File: config.mk
export PLATFORM = sky130hd
export DESIGN_NAME = ccor_regs
export DESIGN_NICKNAME = d
export VERILOG_FILES = /design/src/rtl/ccor_pkg.sv /design/src/rtl/ccor_regs.sv /design/src/rtl/ccor_bytes.sv
export VERILOG_INCLUDE_DIRS = /design/src /design/src/rtl
export SDC_FILE = /design/constraint.sdc
export NUM_CORES = 1
export LEC_CHECK = 0
export ABC_CLOCK_PERIOD_IN_PS = 3200
export BUFFER_PORTS_ARGS = -buffer_cell sky130_fd_sc_hd__buf_2
export CORE_UTILIZATION = 40
export CTS_CLUSTER_SIZE = 28
export DETAILED_ROUTE_END_ITERATION = 8
export GPL_TIMING_DRIVEN = 0
export PLACE_DENSITY = 0.56
export SLEW_MARGIN = 20
export SYNTH_ARGS = -nofsm -noshare
export SYNTH_HDL_FRONTEND = slang
export SYNTH_SLANG_ARGS = --single-unit
File: constraint.sdc
create_clock -name sys_clk_in -period 3.2 [get_ports sys_clk_in]
set_input_delay 0.32 -clock sys_clk_in [delete_from_list [all_inputs] [get_ports sys_clk_in]]
set_output_delay 0.32 -clock sys_clk_in [all_outputs]
set_load 0.02 [all_outputs]
File: src/rtl/ccor_consts.svh
// Constants for the charger option and charge current register bank.
// How it works
// Bit 10 picks frequency shift down or up.
// Bit 9 enables the frequency shift.
// Bits 8:7 pick high side short threshold.
// Writing learn bit starts battery discharge cycle.
// Depletion reached ends learn, clears bit itself.
// Writing learn zero stops cycle, adapter on.
// Bit 5 picks current monitor source.
// Bits 2:1 set input overcurrent trip level.
// Bit 0 inhibits charging, resets permitting.
// Charge current word at command 0x14.
// Out of range value clears register, stops.
// Charge current setting resets to zero.
// Code sits in bits 12:6, 64mA per step.
// Effective limit is smaller of register, cap.
// Host drives cap pin high to disable it.
// Address, command, then data between start, stop.
// Nine clocks per byte, ninth acknowledges.
// Unused bits ignore writes and read zero.
// Word takes effect after both bytes, low first.
`ifndef CCOR_CONSTS_SVH
`define CCOR_CONSTS_SVH
`define CCOR_CMD_OPTION     8'h12
`define CCOR_CMD_CURRENT    8'h14
`define CCOR_SLAVE_ADDR     7'h09
`define CCOR_OPT_MASK       16'h07E7
`define CCOR_OPT_RESET      16'h0104
`define CCOR_OPT_INHIBIT    0
`define CCOR_OPT_OC_LO      1
`define CCOR_OPT_MON_SEL    5
`define CCOR_OPT_LEARN      6
`define CCOR_OPT_SHORT_LO   7
`define CCOR_OPT_FREQ_EN    9
`define CCOR_OPT_FREQ_UP    10
`define CCOR_CUR_MASK       16'h1FC0
`define CCOR_CUR_RESET      16'h0000
`define CCOR_CUR_LSB        6
`define CCOR_CUR_MIN_CODE   7'h02
`define CCOR_CUR_MAX_CODE   7'h7F
`endif

File: src/rtl/ccor_pkg.sv
// Types shared by the charger option and charge current register bank.
package ccor_pkg;
   typedef enum logic [3:0] {
      CCOR_IDLE  = 4'b0000,
      CCOR_ADDR  = 4'b0001,
      CCOR_CMD   = 4'b0010,
      CCOR_LOW   = 4'b0011,
      CCOR_HIGH  = 4'b0100,
      CCOR_RLOW  = 4'b0101,
      CCOR_RHIGH = 4'b0110,
      CCOR_SKIP  = 4'b0111
   } ccor_state_e;
   typedef struct packed {
      logic       freq_up;
      logic       freq_en;
      logic [1:0] short_sel;
      logic       learn_active;
      logic       mon_charge;
      logic [1:0] overcurrent_sel;
      logic       inhibit;
   } ccor_ctrl_s;
endpackage

File: src/rtl/ccor_regs.sv
// Top: serial slave holding the charger option and charge current registers.
`timescale 1ns/10ps
`include "ccor_consts.svh"
module ccor_regs
   import ccor_pkg::*;
(
   input  wire logic       sys_clk_in,
   input  wire logic       rst_in,
   input  wire logic       scl_in,
   input  wire logic       sda_in,
   input  wire logic       depletion_reached_in,
   input  wire logic [6:0] current_cap_code_in,
   output logic            sda_out,
   output logic            sda_oe_out,
   output logic [1:0]      depletion_sel_out,
   output ccor_ctrl_s      ctrl_out,
   output logic            adapter_switch_on_out,
   output logic            battery_switch_on_out,
   output logic            current_monitor_sel_out,
   output logic [6:0]      charge_current_code_out,
   output logic [6:0]      effective_current_code_out,
   output logic            charge_enable_out
);
   ccor_state_e state_ff;
   logic [15:0] option_ff;
   logic [15:0] current_ff;
   logic [7:0]  cmd_ff;
   logic [7:0]  low_ff;
   logic        rd_ff;
   logic        start_p;
   logic        stop_p;
   logic        byte_p;
   logic [7:0]  rx_byte;
   logic        master_ack;
   logic        ack;
   logic        ack_ff;
   logic        tx_mode;
   logic [15:0] rd_word;
   logic [7:0]  tx_byte;
   logic        known_cmd;
   logic        word_done;
   logic [15:0] wr_word;
   logic [6:0]  wr_code;

   // -----------------------------------------------------------------
   // Byte framing
   // -----------------------------------------------------------------
   // Shifter instance; SDA only ever pulls low.
   ccor_bytes u_bytes (
      .sys_clk_in     (sys_clk_in),
      .rst_in         (rst_in),
      .scl_in         (scl_in),
      .sda_in         (sda_in),
      .ack_in         (ack_ff),
      .tx_byte_in     (tx_byte),
      .tx_mode_in     (tx_mode),
      .start_out      (start_p),
      .stop_out       (stop_p),
      .byte_out       (byte_p),
      .rx_byte_out    (rx_byte),
      .master_ack_out (master_ack),
      .sda_oe_out     (sda_oe_out)
   );
   assign sda_out = 1'b0;

   // Our address, known commands and the two write data bytes after them are acknowledged.
   assign known_cmd = (rx_byte == `CCOR_CMD_OPTION) || (rx_byte == `CCOR_CMD_CURRENT);
   always_comb begin
      case (state_ff)
         CCOR_ADDR: ack = (rx_byte[7:1] == `CCOR_SLAVE_ADDR);
         CCOR_CMD:  ack = known_cmd;
         CCOR_LOW:  ack = 1'b1;
         CCOR_HIGH: ack = 1'b1;
         default:   ack = 1'b0;
      endcase
   end
   // The answer for the byte just taken is latched on the same edge that moves the state on.
   always_ff @(posedge sys_clk_in) begin
      if (rst_in || start_p || stop_p) begin
         ack_ff <= 1'b0;
      end else if (byte_p) begin
         ack_ff <= ack;
      end
   end
   assign tx_mode = (state_ff == CCOR_RLOW) || (state_ff == CCOR_RHIGH);
   assign rd_word = (cmd_ff == `CCOR_CMD_OPTION) ? option_ff : current_ff;
   // The byte for the next slot is chosen after the preceding acknowledge.
   assign tx_byte = (state_ff == CCOR_RLOW) ? rd_word[7:0] : rd_word[15:8];

   // -----------------------------------------------------------------
   // Transfer sequencer
   // -----------------------------------------------------------------
   // Address, command, low byte, high byte; a repeated start turns to read.
   always_ff @(posedge sys_clk_in) begin
      if (rst_in || stop_p) begin
         state_ff <= CCOR_IDLE;
         cmd_ff   <= 8'h00;
         low_ff   <= 8'h00;
         rd_ff    <= 1'b0;
      end else if (start_p) begin
         state_ff <= CCOR_ADDR;
      end else if (byte_p) begin
         case (state_ff)
            CCOR_ADDR: begin
               rd_ff <= rx_byte[0];
               if (rx_byte[7:1] != `CCOR_SLAVE_ADDR) begin
                  state_ff <= CCOR_SKIP;
               end else if (rx_byte[0]) begin
                  state_ff <= CCOR_RLOW;
               end else begin
                  state_ff <= CCOR_CMD;
               end
            end
            CCOR_CMD: begin
               cmd_ff   <= rx_byte;
               state_ff <= known_cmd ? CCOR_LOW : CCOR_SKIP;
            end
            CCOR_LOW: begin
               low_ff   <= rx_byte;
               state_ff <= CCOR_HIGH;
            end
            CCOR_HIGH:  state_ff <= CCOR_SKIP;
            CCOR_RLOW:  state_ff <= CCOR_RHIGH;
            CCOR_RHIGH: state_ff <= CCOR_SKIP;
            default:    state_ff <= state_ff;
         endcase
      end
   end

   // Write completes only once the high byte has been taken in.
   assign word_done = byte_p && (state_ff == CCOR_HIGH) && !start_p && !stop_p;
   assign wr_word   = {rx_byte, low_ff};
   assign wr_code   = wr_word[12:6];

   // -----------------------------------------------------------------
   // Option register
   // -----------------------------------------------------------------
   // Learn bit falls by itself once the battery reaches depletion level.
   always_ff @(posedge sys_clk_in) begin
      if (rst_in) begin
         option_ff <= `CCOR_OPT_RESET;
      end else if (word_done && cmd_ff == `CCOR_CMD_OPTION) begin
         option_ff <= wr_word & `CCOR_OPT_MASK;
      end else if (option_ff[`CCOR_OPT_LEARN] && depletion_reached_in) begin
         option_ff[`CCOR_OPT_LEARN] <= 1'b0;
      end
   end

   // -----------------------------------------------------------------
   // Charge current register
   // -----------------------------------------------------------------
   // An out of range code clears the setting, which stops charging.
   always_ff @(posedge sys_clk_in) begin
      if (rst_in) begin
         current_ff <= `CCOR_CUR_RESET;
      end else if (word_done && cmd_ff == `CCOR_CMD_CURRENT) begin
         if (wr_code < `CCOR_CUR_MIN_CODE || wr_code > `CCOR_CUR_MAX_CODE) begin
            current_ff <= 16'h0000;
         end else begin
            current_ff <= wr_word & `CCOR_CUR_MASK;
         end
      end
   end

   // -----------------------------------------------------------------
   // Control outputs
   // -----------------------------------------------------------------
   // Option fields are fanned out to the analog section.
   always_comb begin
      ctrl_out.freq_up         = option_ff[`CCOR_OPT_FREQ_UP];
      ctrl_out.freq_en         = option_ff[`CCOR_OPT_FREQ_EN];
      ctrl_out.short_sel       = option_ff[`CCOR_OPT_SHORT_LO +: 2];
      ctrl_out.learn_active    = option_ff[`CCOR_OPT_LEARN];
      ctrl_out.mon_charge      = option_ff[`CCOR_OPT_MON_SEL];
      ctrl_out.overcurrent_sel = option_ff[`CCOR_OPT_OC_LO +: 2];
      ctrl_out.inhibit         = option_ff[`CCOR_OPT_INHIBIT];
   end
   assign depletion_sel_out       = 2'h3;
   assign current_monitor_sel_out = option_ff[`CCOR_OPT_MON_SEL];
   // Learn swaps the system supply from adapter to battery.
   assign battery_switch_on_out   = option_ff[`CCOR_OPT_LEARN];
   assign adapter_switch_on_out   = ~option_ff[`CCOR_OPT_LEARN];
   assign charge_current_code_out = current_ff[`CCOR_CUR_LSB +: 7];
   // Cap pin code bounds the setting; a high cap code disables the bound.
   assign effective_current_code_out =
      (current_cap_code_in < charge_current_code_out) ?
      current_cap_code_in : charge_current_code_out;
   assign charge_enable_out = ~option_ff[`CCOR_OPT_INHIBIT] &&
                              (charge_current_code_out != 7'h00);
endmodule

File: src/rtl/ccor_bytes.sv
// Serial byte shifter: start, stop, nine clock byte framing and acknowledge drive.
`timescale 1ns/10ps
`include "ccor_consts.svh"
module ccor_bytes
   import ccor_pkg::*;
(
   input  wire logic       sys_clk_in,
   input  wire logic       rst_in,
   input  wire logic       scl_in,
   input  wire logic       sda_in,
   input  wire logic       ack_in,
   input  wire logic [7:0] tx_byte_in,
   input  wire logic       tx_mode_in,
   output logic            start_out,
   output logic            stop_out,
   output logic            byte_out,
   output logic [7:0]      rx_byte_out,
   output logic            master_ack_out,
   output logic            sda_oe_out
);
   logic [1:0] scl_sync_ff;
   logic [1:0] sda_sync_ff;
   logic       scl_ff;
   logic       sda_ff;
   logic [3:0] bit_cnt_ff;
   logic [7:0] shift_ff;
   logic [7:0] tx_ff;
   logic       ack_slot_ff;
   logic       scl_rise;
   logic       scl_fall;

   // -----------------------------------------------------------------
   // Pin synchronisers
   // -----------------------------------------------------------------
   // Two stages before any logic looks at the pins.
   always_ff @(posedge sys_clk_in) begin
      if (rst_in) begin
         scl_sync_ff <= 2'h3;
         sda_sync_ff <= 2'h3;
         scl_ff      <= 1'b1;
         sda_ff      <= 1'b1;
      end else begin
         scl_sync_ff <= {scl_sync_ff[0], scl_in};
         sda_sync_ff <= {sda_sync_ff[0], sda_in};
         scl_ff      <= scl_sync_ff[1];
         sda_ff      <= sda_sync_ff[1];
      end
   end

   assign scl_rise  = scl_sync_ff[1] & ~scl_ff;
   assign scl_fall  = ~scl_sync_ff[1] & scl_ff;
   assign start_out = scl_sync_ff[1] & scl_ff & sda_ff & ~sda_sync_ff[1];
   assign stop_out  = scl_sync_ff[1] & scl_ff & ~sda_ff & sda_sync_ff[1];

   // -----------------------------------------------------------------
   // Bit counter and shifter
   // -----------------------------------------------------------------
   // Eight data bits then the ninth acknowledge clock per byte.
   always_ff @(posedge sys_clk_in) begin
      if (rst_in || start_out || stop_out) begin
         bit_cnt_ff     <= 4'h0;
         shift_ff       <= 8'h00;
         rx_byte_out    <= 8'h00;
         byte_out       <= 1'b0;
         master_ack_out <= 1'b0;
      end else begin
         byte_out <= 1'b0;
         if (scl_rise) begin
            if (bit_cnt_ff == 4'h8) begin
               bit_cnt_ff     <= 4'h0;
               master_ack_out <= ~sda_sync_ff[1];
            end else begin
               shift_ff   <= {shift_ff[6:0], sda_sync_ff[1]};
               bit_cnt_ff <= bit_cnt_ff + 4'h1;
               if (bit_cnt_ff == 4'h7) begin
                  rx_byte_out <= {shift_ff[6:0], sda_sync_ff[1]};
                  byte_out    <= 1'b1;
               end
            end
         end
      end
   end

   // -----------------------------------------------------------------
   // Data line drive
   // -----------------------------------------------------------------
   // Pulls the line low for an acknowledge or a zero read bit, on SCL low.
   always_ff @(posedge sys_clk_in) begin
      if (rst_in || start_out || stop_out) begin
         tx_ff        <= 8'hFF;
         ack_slot_ff  <= 1'b0;
         sda_oe_out   <= 1'b0;
      end else if (scl_fall) begin
         if (bit_cnt_ff == 4'h8) begin
            // The read address is acknowledged although transmit mode is already set.
            ack_slot_ff  <= 1'b1;
            sda_oe_out   <= ack_in;
         end else begin
            if (ack_slot_ff) begin
               tx_ff      <= {tx_byte_in[6:0], 1'b1};
               sda_oe_out <= tx_mode_in & ~tx_byte_in[7];
            end else begin
               tx_ff      <= {tx_ff[6:0], 1'b1};
               sda_oe_out <= tx_mode_in & (bit_cnt_ff != 4'h0) & ~tx_ff[7];
            end
            ack_slot_ff  <= 1'b0;
         end
      end
   end
endmodule

# After elaboration in Yosys (flattened, before gate mapping)

Cells that the tools add are included.

Add/sub/neg operators: 1
$lt $le $gt $ge: 3
Eq/ne operators: 14
Multiplexer cells: 19
Bitwise logic cells: 21
Reductions and logical operators: 32

Operators with widths:

| cell                                                                   | count |
|---|---|
| 8-bit by 5-bit equality test with 1-bit output (second input constant) | 4 |
| 4-bit one-hot mux with 5 select lines                                  | 1 |
| 4-bit by 3-bit equality test with 1-bit output (second input constant) | 4 |
| 16-bit 2-to-1 mux                                                      | 1 |
| 8-bit 2-to-1 mux                                                       | 2 |
| 13-bit 2-to-1 mux                                                      | 1 |
| 1-bit NOT                                                              | 11 |
| 1-bit bitwise AND                                                      | 10 |
| 3-bit 2-to-1 mux                                                       | 3 |
| 3-bit AND reduction                                                    | 3 |
| 4-bit by 2-bit equality test with 1-bit output (second input constant) | 2 |
| 1-bit 2-to-1 mux                                                       | 8 |
| 2-bit AND reduction                                                    | 4 |
| 7-bit by 4-bit equality test with 1-bit output (second input constant) | 1 |
| 7-bit greater-than comparator (second input constant)                  | 1 |
| 1-bit logical AND                                                      | 7 |
| 7-bit by 2-bit < comparator with 1-bit output (second input constant)  | 1 |
| 7-bit < comparator                                                     | 1 |
| 7-bit 2-to-1 mux                                                       | 1 |
| 7-bit by 4-bit != test with 1-bit output (second input constant)       | 1 |
| 7-bit nonzero test                                                     | 1 |
| 1-bit logical OR                                                       | 6 |
| 6-bit nonzero test                                                     | 1 |
| 2-bit OR reduction                                                     | 3 |
| other kinds (10)                                                       | 12 |

Bits in registers: 82
Input port bits: 12
Word-level logic and storage cells: 109

# Longest topological paths before layout

Depth after elaboration: 8
Mapped depth: 8
Depth with buffers taken out: 7

# Hierarchy

A second synthesis with hierarchy kept.

Cell total of the unflattened synthesis: 379
Area total of the unflattened synthesis: 3,412.0 um^2

By module, submodules not included:

| module     | times used | cells each | area each (um^2) | seq. area each (um^2) |
|---|---|---|---|---|
| ccor_regs  | 1          | 212        | 1,881.8          | 680.7 |
| ccor_bytes | 1          | 167        | 1,530.2          | 720.7 |

# Worst setup path before layout

OpenSTA, ideal clock, no wires.

Path kind: reg2out
Start: reg current_ff[11]
End: out effective_current_code_out[3]
Arrival time: 2.017 ns
Required time: 2.880 ns
Slack: 0.863 ns
Cell stages (with the launch flop): 9
Path buffers: 1
Path through: dfxtp_1 -> inv_1 -> ha_1 -> o21ai_0 -> nor2b_1 -> clkbuf_1 -> nor3_1 -> a211oi_1 -> o211ai_1

Longest elaborated chain between the ends: 2

RTL lines:

| element                | line             | text |
|---|---|---|
| from (decl)            | ccor_regs.sv:26  | `logic [15:0] current_ff;` |
| from (signal assigned) | ccor_regs.sv:155 | `` current_ff <= `CCOR_CUR_RESET; `` |
| from (signal assigned) | ccor_regs.sv:160 | `` current_ff <= wr_word & `CCOR_CUR_MASK; `` |
| 7-bit < comparator     | ccor_regs.sv:186 | `(current_cap_code_in < charge_current_code_out) ?` |
| 7-bit 2-to-1 mux       | ccor_regs.sv:186 |  |
| to (decl)              | ccor_regs.sv:21  | `output logic [6:0] effective_current_code_out,` |

No other way between the ends.

# Worst setup path after layout

Ends and elaborated chain as after synthesis.

==> impl_results.md <==
- Layout cells sized above 1: 18.1%
- Top cell type's share of synthesized area: 39.9%
- Die Y: 95.1 um
- CTS tree: yes
- Later-pin clock latency in the skew report: 0.35 ns
- Clock Skews: 0.0123 ns
- Post-Synthesis Cells: 403
- Top cell type by total area after synthesis: dfxtp_1
- Cell with the most instances after synthesis: dfxtp_1
- CTS clk-pin slew, worst paths: 0.08 ns
- Cell chosen for the clock root: clkbuf_8
- Hold crit path type: primary input to flop
- Mapped cell area: 3460 sq um
- Status: completed
- Drt first pass iters: 5
- Req. time, crit path: between 2 and 3 ns
- Fin crit period: between 2 and 3 ns
- Vias per inst: 5.46
- P&R area growth vs syn: 15.8%
- GR Util All Layers: about a fifth
- WP data arrival: 2.60 ns
- Number of flops mapped to enable cells by yosys: 0
- Mapped Avg Cell Area: between 8 and 9 sq um
- Core Area: between 8000 and 9000 sq um
- Die ar.: about 9000 sq um
- First-pass GRT wire length: about 14000 um
- CP Capture Type: output pin
- Fin Setup TNS: 0 ns
- Antenna violations before repair: 0
- Initial drt markers: approximately 180
- Unrepaired setup endpoints after global routing: no
- FF+latch count, synth: just under 70
- DP Area: roughly 3800 sq um
- Hpwl dp: 6230 um
- GPL Wtd Cong: 0.861
- Final #Nets: 473
- Final hold vios: 0
- Tightest Pin Transition: ~0.7 ns
- Crit start category: flop
- Chip Width: ~95 um
- Max Slew Vio Count: 0
- Multi-input logic area: 1890 sq um
- Top post-synthesis cells by area: dfxtp_1 (40%), mux2i_1 (9.0%), nor2_1 (4.8%), a21oi_1 (4.5%), nand3_1 (3.0%)
- Worst R2R Start: u_bytes.sda_sync_ff[1]
- FF/Latch Area: 1380 sq um
- Hold_buf cts: 0
- Power per Cell Area: roughly 440 nW/um^2
- Drt wl/cell: 15.2 um
- FF-to-FF path depth: 6
- Clk sinks: between 60 and 70
- DRC: 0
- DRT antenna net count: 0
- Number of cell rows: 33
- Port Buf Inserts: 38
- Leakage dissipation: 1.66 nW
- Post-synth top flop: dfxtp_1
- Critical Path Sink: effective_current_code_out[3]
- Via count: approximately 3.1k
- Remaining Overflow, GRT: 0
- # diodes: 0
- Part of the cycle the worst path needs: 91.1%
- Filler cell count in the final layout: 861
- Final Setup Violations: 0
- FMAX: 343 MHz
- CTS Buf Count: 9
- Ys async rst share: 0%
- Critical path peak fanout: 10
- Initial Utilization: 41.7%
- Worst vdd ir: 0.000259 V
- CTS Buffer Depth: 2
- Worst R2R End: current_ff[6]
- H-tree Lvls: 3
- Num ports: 43
- Max cap viols: 0
- Sequential area share after synthesis: between 30 and 40%
- WS Path Type: flop to output pin
- Routed wire length: between 8000 and 9000 um
- Ys Warns: 0
- Largest net degree at the start of global routing: 13
- Vias in the first global route: 2680
- Final Instance Area: 4010 sq um
- Cell variety after synth: 58
- Crit. Startpoint: current_ff[11]
- Rel. slew slack: 53.5%
- Most frequent cells after synthesis: dfxtp_1 (69), nor2_1 (44), a21oi_1 (31), mux2i_1 (31), nand2_1 (23)
- Worst R2R Setup Slack: 1.26 ns
worst min-delay path by stage:
stage,from,endpoint,slack [ns],depth (start not counted)
2_1_floorplan,u_bytes.scl_sync_ff[0],u_bytes.scl_sync_ff[1],0.39,1
3_3_place_gp,u_bytes.sda_sync_ff[0],u_bytes.sda_sync_ff[1],0.39,1
3_5_place_dp,u_bytes.scl_sync_ff[0],u_bytes.scl_sync_ff[1],0.40,1
4_1_cts,scl_in,u_bytes.scl_sync_ff[0],0.13,2
5_1_grt,sda_in,u_bytes.sda_sync_ff[0],0.13,2
6_report,sda_in,u_bytes.sda_sync_ff[0],0.15,2
final cells by class:
cell class | instances | area share (%)
Clock inverter | 4 | 1.37
Timing Repair Buffer | 38 | 4.74
Sequential cell | 69 | 34.4
Inverter | 13 | 1.22
Clock buffer | 12 | 4.12
Buffer | 31 | 3.81
Tap cell | 105 | 3.28
Multi-Input combinational cell | 291 | 47.0
logic make-up after synthesis:
group / share of synthesized area (%)
buffers and inverters: 5.78
AO/OA/AOI/OAI: 17.3
XOR/XNOR: 0.506
AND/OR/NAND/NOR: 22.8
other: 0.217
multiplexers: 10.7
flip-flops: 39.9
adder cells (fa/ha/maj): 2.89
cells in the final DEF, fill, tap and decap left out, drive strengths merged, types with 2 or more instances in the layout:
master and count:
nor2b 5, nor2 47, nand2b 4, nand3b 2
o21ai 18, dfxtp 69, nand3 21, ha 8
a311oi 2, mux2i 31, a221oi 4, buf 52
clkbuf 29, and3 2, mux2 5, nor3 14
o2111ai 2, a211oi 7, or2 6, clkinv 3
o31ai 3, nor4b 3, nand2 24, inv 12
a21oi 31, nor3b 8, nor4 2, a211o 2
o211ai 9, nand4b 3, o21a 3, or3 2
conb 3, nand4 2, a31oi 7
registers in the layout, summed over array words and instances, names as in the netlist, 2 cells and up:
register	flops
u_bytes.tx_ff	7
u_bytes.rx_byte_out	8
low_ff	6
u_bytes.scl_sync_ff	2
u_bytes.sda_sync_ff	2
option_ff	9
u_bytes.bit_cnt_ff	4
state_ff	3
u_bytes.shift_ff	7
cmd_ff	8
current_ff	7
stage by stage:
stage / utilization, % / setup WS (ns) / power, W / hold slack (ns) / cells
2_1_floorplan: - / 0.863 / 0.000973 / 0.389 / 404
3_3_place_gp: 45.7 / 0.650 / 0.00101 / 0.393 / 547
3_5_place_dp: 45.7 / 0.552 / 0.00101 / 0.399 / 547
4_1_cts: 48.3 / 0.162 / 0.00178 / 0.133 / 563
5_1_grt: 48.3 / 0.125 / 0.00183 / 0.134 / 563
6_report: 48.3 / 0.284 / 0.00175 / 0.146 / 563
worst max-delay path: stages (launching register included):
cell and delay (ns):
dfxtp_1 0.47, inv_1 0.10, ha_1 0.27, o21ai_0 0.19, nor2b_1 0.31, clkbuf_2 0.30
nor3_1 0.08, a211oi_1 0.21, o211ai_1 0.13, buf_2 0.18
metal layers:
layer | vias up | track usage (%) | share of wire (%)
met5 | - | 0 | 0
met4 | 0 | 6.06 | 1.3
met3 | 11 | 5.26 | 6.4
met2 | 91 | 30.8 | 44
met1 | 1426 | 28.1 | 49
li1 | 1545 | - | -
timing repair:
| item | in CTS | in global routing |
|---|---|---|
| hold endpoints to repair | 0 | 0 |
| gates resized for setup | 0 | 2 |
| buffers inserted | 0 | 0 |
| endpoints found under the setup margin | 0 | 1 |
report_power, final:
group	leakage, nW	internal (W)	switching [W]
logic	0.996	0.0000421	0.0000771
registers	0.558	0.000866	0.00000514
clock network	0.109	0.000426	0.000338
total	1.66	0.00133	0.000421
Note: power is estimated with default switching activity, not from simulation.
